**config.mk**
```make
export PLATFORM = sky130hd
export DESIGN_NAME = dpsb_top
export DESIGN_NICKNAME = d
export VERILOG_FILES = /design/src/design/dpsb_pkg.sv /design/src/design/dpsb_sync.sv /design/src/design/dpsb_top.sv
export SDC_FILE = /design/constraint.sdc
export NUM_CORES = 1
export LEC_CHECK = 0
export ABC_AREA = 1
export BUFFER_PORTS_ARGS = -buffer_cell sky130_fd_sc_hd__buf_2
export CAP_MARGIN = 20
export CORE_MARGIN = 5
export CORE_UTILIZATION = 45
export CTS_BUF_LIST = sky130_fd_sc_hd__clkbuf_16
export DETAILED_ROUTE_END_ITERATION = 7
export PLACE_DENSITY = 0.7
export SETUP_SLACK_MARGIN = 0.4
export SLEW_MARGIN = 0
export SYNTH_ARGS = -nofsm -noshare
export SYNTH_HDL_FRONTEND = slang
export SYNTH_SLANG_ARGS = --single-unit
```
**constraint.sdc**
```tcl
create_clock -name sys_clk -period 4.05 [get_ports sys_clk]
set_input_delay 0.405 -clock sys_clk [delete_from_list [all_inputs] [get_ports sys_clk]]
set_output_delay 0.405 -clock sys_clk [all_outputs]
set_load 0.02 [all_outputs]
```
**src/design/dpsb_pkg.sv**
```systemverilog
package dpsb_pkg;

  localparam int unsigned ADDR_W = 6;
  localparam int unsigned DATA_W = 8;
  localparam int unsigned NIB_W = 4;
  localparam int unsigned DEPTH = 64;
  localparam int unsigned BYTE_AW = 5;
  localparam int unsigned SYNC_STAGES = 3;
  localparam logic [3:0] NIB_ZERO = 4'h0;
  localparam logic [7:0] DATA_RST = 8'h00;

  typedef struct packed {
    logic [ADDR_W-1:0] addr;
  } dpsb_rd_req_t;

  typedef struct packed {
    logic en;
    logic [ADDR_W-1:0] addr;
    logic [DATA_W-1:0] data;
  } dpsb_wr_req_t;

  typedef struct packed {
    logic rclk;
    logic wclk;
    dpsb_rd_req_t rd;
    dpsb_wr_req_t wr;
  } dpsb_pins_t;

  localparam int unsigned PINS_W = $bits(dpsb_pins_t);

  typedef struct packed {
    logic [DEPTH-1:0][NIB_W-1:0] mem;
    logic rclk_prev;
    logic wclk_prev;
    logic [DATA_W-1:0] rdata;
    logic rdone;
    logic wdone;
  } dpsb_state_t;

endpackage : dpsb_pkg

```
**src/design/dpsb_sync.sv**
```systemverilog
`timescale 1ns/100ps
module dpsb_sync #(
  parameter int unsigned WIDTH = 1
) (
  input wire logic sys_clk,
  input wire logic rstn,
  input wire logic [WIDTH-1:0] async_in,
  output logic [WIDTH-1:0] filt_out
);

  typedef struct packed {
    logic [WIDTH-1:0] s1;
    logic [WIDTH-1:0] s2;
    logic [WIDTH-1:0] s3;
    logic [WIDTH-1:0] filt;
  } dpsb_sync_st_t;

  dpsb_sync_st_t st_r;
  dpsb_sync_st_t st_nxt;

  // The first stage feeds only the second; each bit settles once stages two and three agree.
  always_comb begin
    st_nxt = st_r;
    st_nxt.s1 = async_in;
    st_nxt.s2 = st_r.s1;
    st_nxt.s3 = st_r.s2;
    for (int i = 0; i < WIDTH; i++) begin
      if (st_r.s2[i] == st_r.s3[i]) begin
        st_nxt.filt[i] = st_r.s3[i];
      end
    end
  end

  always_ff @(posedge sys_clk or negedge rstn) begin
    if (!rstn) begin
      st_r <= '0;
    end else begin
      st_r <= st_nxt;
    end
  end

  assign filt_out = st_r.filt;

endmodule : dpsb_sync

```
**src/design/dpsb_top.sv**
```systemverilog
`timescale 1ns/100ps
module dpsb_top (
  input wire logic sys_clk,
  input wire logic rstn,
  input wire logic byte_mode,
  input wire logic read_clk_pol,
  input wire logic write_clk_pol,
  input wire logic read_clk,
  input wire logic write_clk,
  input wire logic [dpsb_pkg::ADDR_W-1:0] read_addr,
  input wire logic [dpsb_pkg::ADDR_W-1:0] write_addr,
  input wire logic [dpsb_pkg::DATA_W-1:0] write_data_in,
  input wire logic write_en,
  output logic [dpsb_pkg::DATA_W-1:0] read_data_out,
  output logic read_done,
  output logic write_done
);

  dpsb_pkg::dpsb_pins_t pins_raw;
  dpsb_pkg::dpsb_pins_t pins_f;
  dpsb_pkg::dpsb_state_t st_r;
  dpsb_pkg::dpsb_state_t st_nxt;
  logic rd_fire;
  logic wr_fire;
  logic [dpsb_pkg::DATA_W-1:0] rd_word;
  logic [dpsb_pkg::ADDR_W-1:0] rd_lo_idx;
  logic [dpsb_pkg::ADDR_W-1:0] rd_hi_idx;
  logic [dpsb_pkg::ADDR_W-1:0] wr_lo_idx;
  logic [dpsb_pkg::ADDR_W-1:0] wr_hi_idx;

  // Clocks, addresses, data and enable all pass the same filter, so they stay aligned
  // provided the user holds address and data steady around the active clock edge.
  assign pins_raw.rclk = read_clk;
  assign pins_raw.wclk = write_clk;
  assign pins_raw.rd.addr = read_addr;
  assign pins_raw.wr.en = write_en;
  assign pins_raw.wr.addr = write_addr;
  assign pins_raw.wr.data = write_data_in;

  dpsb_sync #(
    .WIDTH(dpsb_pkg::PINS_W)
  ) u_sync (
    .sys_clk(sys_clk),
    .rstn(rstn),
    .async_in(pins_raw),
    .filt_out(pins_f)
  );

  // A port clock is seen only through the three-stage filter, so each of its levels must last at least two
  // system clocks; a shorter pulse is lost without notice, the price of sampling the port clocks as data.
  // An active edge is a change of the filtered clock into the selected level.
  assign rd_fire = (pins_f.rclk != st_r.rclk_prev) && (pins_f.rclk == read_clk_pol);
  assign wr_fire = (pins_f.wclk != st_r.wclk_prev) && (pins_f.wclk == write_clk_pol) && pins_f.wr.en;

  // The organisation select is a configuration level and is not filtered; it must not move while a port is busy.
  // Byte words occupy a pair of nibbles; the top address bit is dropped in that mode.
  always_comb begin
    if (byte_mode) begin
      rd_lo_idx = {pins_f.rd.addr[dpsb_pkg::BYTE_AW-1:0], 1'b0};
      rd_hi_idx = {pins_f.rd.addr[dpsb_pkg::BYTE_AW-1:0], 1'b1};
      wr_lo_idx = {pins_f.wr.addr[dpsb_pkg::BYTE_AW-1:0], 1'b0};
      wr_hi_idx = {pins_f.wr.addr[dpsb_pkg::BYTE_AW-1:0], 1'b1};
      rd_word = {st_r.mem[rd_hi_idx], st_r.mem[rd_lo_idx]};
    end else begin
      rd_lo_idx = pins_f.rd.addr;
      rd_hi_idx = pins_f.rd.addr;
      wr_lo_idx = pins_f.wr.addr;
      wr_hi_idx = pins_f.wr.addr;
      rd_word = {dpsb_pkg::NIB_ZERO, st_r.mem[rd_lo_idx]};
    end
  end

  // A read and a write in the same cycle to the same word return the old contents.
  always_comb begin
    st_nxt = st_r;
    st_nxt.rclk_prev = pins_f.rclk;
    st_nxt.wclk_prev = pins_f.wclk;
    st_nxt.rdone = rd_fire;
    st_nxt.wdone = wr_fire;
    if (rd_fire) begin
      st_nxt.rdata = rd_word;
    end
    if (wr_fire) begin
      st_nxt.mem[wr_lo_idx] = pins_f.wr.data[dpsb_pkg::NIB_W-1:0];
      if (byte_mode) begin
        st_nxt.mem[wr_hi_idx] = pins_f.wr.data[dpsb_pkg::DATA_W-1:dpsb_pkg::NIB_W];
      end
    end
  end

  always_ff @(posedge sys_clk or negedge rstn) begin
    if (!rstn) begin
      st_r <= '0;
    end else begin
      st_r <= st_nxt;
    end
  end

  assign read_data_out = st_r.rdata;
  assign read_done = st_r.rdone;
  assign write_done = st_r.wdone;
endmodule : dpsb_top

```
Word level (Yosys, flattened, before mapping)
Cells that the tools add are included.

word-level totals
  output and inout bits = 10
  logic and storage cells = 150
  bits in registers = 360

operators by class
  order comparisons = 7
  reduce and logical (&&, ||, !) cells = 5
  mux-type cells = 16
  equal/unequal tests = 27

operators with widths
  cell                                                  number
  bitwise mux 256 bit                                   2
  two-way mux 256 bit                                   1
  demux 4 bit (select 6 bit)                            2
  binary-select mux 4 bit (select 5 bit)                2
  < comparator 6 x 7 -> 1 bit (second input constant)   5
  equality test 1 bit                                   25
  binary-select mux 4 bit (select 6 bit)                1
  two-way mux 4 bit                                     5
  >= comparator 6 x 1 -> 1 bit (second input constant)  2
  two-way mux 6 bit                                     2
  two-way mux 8 bit                                     1
  logical AND 1 bit                                     5
  inequality test 1 bit                                 2

Depth between registers and ports, before layout
  depth after elaboration = 8
  mapped depth = 14

Cells and area by module
A second synthesis with hierarchy kept.

unflattened totals
  cells, all modules = 2429
  area, all modules = 18864.3 sq um

by module, submodules not included
  module     area each (sq um)  cells an instance  instances
  dpsb_top   16015.4            2222               1
  dpsb_sync  2849.0             207                1

Worst setup path before layout
Ideal clock, no wire load.

  kind = input to register
  start point = input port byte_mode
  end point = register st_r[63] in the netlist's numbering
  slack = 2.358 ns
  data arrival time = 1.614 ns
  buffers on the path = 1
  data required time = 3.972 ns
  stages = 8
  cells stage by stage = buf_6 -> o21ai_4 -> inv_4 -> nor2_4 -> inv_2 -> nor2_4 -> a21oi_1 -> a21oi_1

on the way
  word-level cells in the longest chain between the ends = 8

ends and longest elaborated chain
  what                                                                                                      RTL line        source
  from (decl)                                                                                               dpsb_top.sv:5   input wire logic byte_mode,
  two-way mux 6 bit                                                                                         dpsb_top.sv:58  if (byte_mode) begin
  < comparator 6 x 7 -> 1 bit (implied by the code) / >= comparator 6 x 1 -> 1 bit (equally long branches)  dpsb_top.sv:84  st_nxt.mem[wr_lo_idx] = pins_f.wr.data[dpsb_pkg::NIB_W-1:0];
  logical AND 1 bit (implied by the code)                                                                   dpsb_top.sv:84
  two-way mux 4 bit (implied by the code)                                                                   dpsb_top.sv:84
  demux 4 bit (select 6 bit)                                                                                dpsb_top.sv:84
  bitwise mux 256 bit                                                                                       dpsb_top.sv:84
  bitwise mux 256 bit                                                                                       dpsb_top.sv:86  st_nxt.mem[wr_hi_idx] = pins_f.wr.data[dpsb_pkg::DATA_W-1:dpsb_pkg::NIB_W];
  two-way mux 256 bit (*)                                                                                   dpsb_top.sv:85  if (byte_mode) begin
  to (signal assigned)                                                                                      dpsb_top.sv:95  st_r <= st_nxt;
  to (decl)                                                                                                 dpsb_top.sv:21  dpsb_pkg::dpsb_state_t st_r;

Mark *: on every way between the ends. The rest lies on a longest branch, timed or not.
A chain may end at the register's enable or synchronous reset.

Worst setup path in the final report
  start point = register u_sync.st_r, in the netlist u_sync.filt_out[15]
  end point = register st_r, in the netlist read_data_out[1]

on the way
  word-level cells in the longest chain between the ends = 3

ends and longest elaborated chain
  what                                                                                                     RTL line                        source
  from (decl)                                                                                              dpsb_sync.sv:18                 dpsb_sync_st_t st_r;
  from (signal assigned)                                                                                   dpsb_sync.sv:38                 st_r <= st_nxt;
  binary-select mux 4 bit (select 6 bit) / binary-select mux 4 bit (select 5 bit) (equally long branches)  dpsb_top.sv:69, dpsb_top.sv:63
  two-way mux 4 bit, on equally long branches                                                              dpsb_top.sv:69, dpsb_top.sv:63
  two-way mux 8 bit (*)                                                                                    dpsb_top.sv:58

Mark *: on every way between the ends. The rest lies on a longest branch, timed or not. The select of a mux whose other input is x is not followed.

==> flow_metrics.py <==
metrics = {
    "status": {
        "outcome": "complete, no violations",
    },
    "clock_network": {
        "clk_path_buf_depth": 3,
        "root_buffer": "clkbuf_16",
        "cts_max_level": 2,
        "numCtsBuffers": 40,
        "post-cts-setup-buffer-count": 0,
        "cts_resized": 0,
        "cts.sinks": 360,
        "cts_tree": "done",
        "clk_latency_ns": 0.57,
        "path_clk_slew_ns": 0.06,
    },
    "synthesis": {
        "syn-num-nets": 2358,
        "synthesis.area_mm2": 0.0185,
        "postSynth.asyncResetShare": 1.00,
        "yosysSeqAreaShare": 0.488,
        "synthCells": 2330,
        "yosys_most_used_dff": "dfrtp_1",
        "synth_seq_cells": 360,
        "syn-mean-instance-area_um2": 7.93,
        "synth_edf_count": 0,
        "synthDistinctLibCells": 33,
        "ys_warn_count": 0,
    },
    "finish": {
        "diodes": 0,
        "nets": 2328,
        "layout_commonest_cell": "nand2_1",
        "num-fill-cells": 3805,
        "area_growth_pct": 10.9,
        "final_cell_mix": "nand2_1, nand3_1, a21oi_1",
        "final_layout_size_suffix_gt1_frac": 0.0829,
    },
    "worst_setup_path": {
        "crit_arrival_ns": 3.21,
        "endpoint": "read_data_out[1]",
        "path_max_fanout": 64,
        "cpPeakStageDelay_ns": 0.54,
        "cp.required_ns": 4.54,
        "worstSetupEndpointType": "flip-flop",
        "timing.rr.start": "u_sync.filt_out[15]",
        "r2r_cells": 12,
        "path_cells": "inv_4, buf_4, nand2_1, nand3_1, nand3_1, nand3_1, nand3_1, nand3_1, nand2_1, nand2_1, nand2_1, nand2_1",
        "crit_path_start_kind": "flip-flop",
        "ff2ff_setup_slack_ns": 1.33,
        "slowest_stage": "inv_4",
        "critPathLaunch": "u_sync.filt_out[15]",
        "reg2reg_to": "read_data_out[1]",
        "path_class": "flip-flop to flip-flop",
    },
    "grt": {
        "grt_max_degree": 226,
        "antenna_found_initial": 0,
        "grt_overflow": 0,
        "track_usage": 0.252,
        "grt_pass1_vias": 16678,
        "grt_pass1_wl_um": 90700,
    },
    "power_and_ir_drop": {
        "p_total_mw": 10.8,
        "power.leakage_nw": 9.16,
        "power.density_mw_per_mm2": 527,
        "vdd_ir_drop_max_mv": 0.380,
    },
    "detailed_routing": {
        "via_per_inst": 6.09,
        "ant_nets": 0,
        "drt_wl_total_um": 57700,
        "wire_per_inst_um": 20.2,
        "drc": 0,
        "firstDrtPassIters": 6,
        "vias": 17429,
        "drtIter0Drc": 1977,
    },
    "timing": {
        "setup_viol": 0,
        "finalCriticalPeriod_ns": 2.72,
        "hold_violations": 0,
        "finalSetupTns_ns": 0,
        "worst_slew_pin_slew_ns": 1.20,
        "slew-limit-headroom": 0.196,
        "timing.hold.ws_ns": 0.349,
        "period_share": 0.671,
        "rsz0062_at_grt": "no",
        "max_freq_mhz": 368,
        "skew_ns": 0.0201,
        "slew_viol_final": 0,
    },
    "floorplanning": {
        "die-area_mm2": 0.0452,
        "die_h_um": 213,
        "fp.dieW_um": 213,
        "core_mm2": 0.0407,
        "start_util": 0.453,
        "pin_count": 38,
        "rows": 74,
    },
    "hold_path": {
        "hp-class": "flip-flop to flip-flop",
    },
    "flow_run": {
        "drv_cap": 0,
    },
    "placement": {
        "place_congestion": 0.953,
        "dp_hpwl_um": 35900,
        "port_buffers": 37,
    },
}
## cell type report
type,instances,area [um^2],share of cell area
timing repair buffer,95,803,0.0392
sequential,360,9020,0.440
multi-input combinational,1723,8460,0.413
tap,532,666,0.0325
clock inverter,30,196,0.00959
inverter,80,305,0.0149
clock buffer,41,1030,0.0501
## state kept, by name, indices dropped and copies added, names as in the netlist
name / count
u_sync.st_nxt: 46
st_r: 258
read_done: 1
write_done: 1
u_sync.filt_out: 23
u_sync.st_r: 23
read_data_out: 8
## where the power goes
part	internal [mW]	leakage (nW)	switching (mW)
Combinational	0.839	4.00	1.71
Clock	1.96	0.630	1.49
Sequential	4.29	4.53	0.508
## metrics by stage
step | setup slack (ns) | cells | utilization | instance area (um^2)
2_1_floorplan | 2.36 | 2330 | - | 18500
3_3_place_gp | 1.50 | 2766 | 0.467 | 19000
3_5_place_dp | 1.48 | 2766 | 0.467 | 19000
4_1_cts | 1.46 | 2861 | 0.503 | 20500
5_1_grt | 1.18 | 2861 | 0.503 | 20500
6_report | 1.33 | 2861 | 0.503 | 20500
## cells in the mapped netlist (2+ instances only)
cell type | count | share of area
buf_4 | 8 | 0.0033
nand3_1 | 441 | 0.12
inv_2 | 12 | 0.0024
o22ai_1 | 128 | 0.043
o21ai_0 | 18 | 0.0049
clkbuf_1 | 95 | 0.019
o221ai_1 | 15 | 0.0071
a21oi_1 | 386 | 0.10
nand3_4 | 2 | 0.0019
nand4_1 | 3 | 0.0010
nand2_1 | 533 | 0.11
nand2_2 | 2 | 0.00068
inv_1 | 67 | 0.014
buf_2 | 32 | 0.0087
buf_1 | 31 | 0.0063
nor2_1 | 119 | 0.024
o21ai_1 | 2 | 0.00054
o21ai_2 | 2 | 0.00095
maj3_1 | 23 | 0.012
nor2_4 | 39 | 0.024
dfrtp_1 | 360 | 0.49
## layer usage
layer,share of wire,track usage,vias to the layer above
met5,0,0,-
met4,0.047,0.113,0
met3,0.097,0.0493,177
met2,0.45,0.384,926
met1,0.40,0.351,8320
li1,-,-,8006
## timing repair
action	CTS	global route
hold buffers	24	0
hold endpoints to repair	111	0
endpoints found under the setup margin	0	0
## worst min-delay path by stage
stage / start / end / slack [ns] / cells after the start
global route: u_sync.st_nxt[58] / u_sync.st_nxt[35] / 0.35 / 0
global placement: u_sync.st_nxt[49] / u_sync.st_nxt[26] / 0.33 / 0
floorplan: rstn / read_data_out[0] / 0.11 / 0
detailed placement: u_sync.st_nxt[67] / u_sync.st_nxt[44] / 0.34 / 0
finish: u_sync.st_nxt[49] / u_sync.st_nxt[26] / 0.35 / 0
CTS: u_sync.st_nxt[49] / u_sync.st_nxt[26] / 0.35 / 0
## worst max-delay path, delay by kind of cell, from the launching register on
| family | cells | cell delay (ns) |
|---|---|---|
| buffers and inverters | 2 | 1.01 |
| flip-flops | 1 | 0.50 |
| AND/OR/NAND/NOR | 10 | 1.06 |
## logic make-up after synthesis
family	count (synthesis)	share of synthesized area
AND/OR/NAND/NOR	1143	0.281
buffers and inverters	247	0.0545
AO/OA/AOI/OAI	555	0.164
adder cells (fa/ha/maj)	23	0.0125
XOR/XNOR	2	0.000949
flip-flops	360	0.488
No activity file was read; power rests on OpenSTA's default activity.
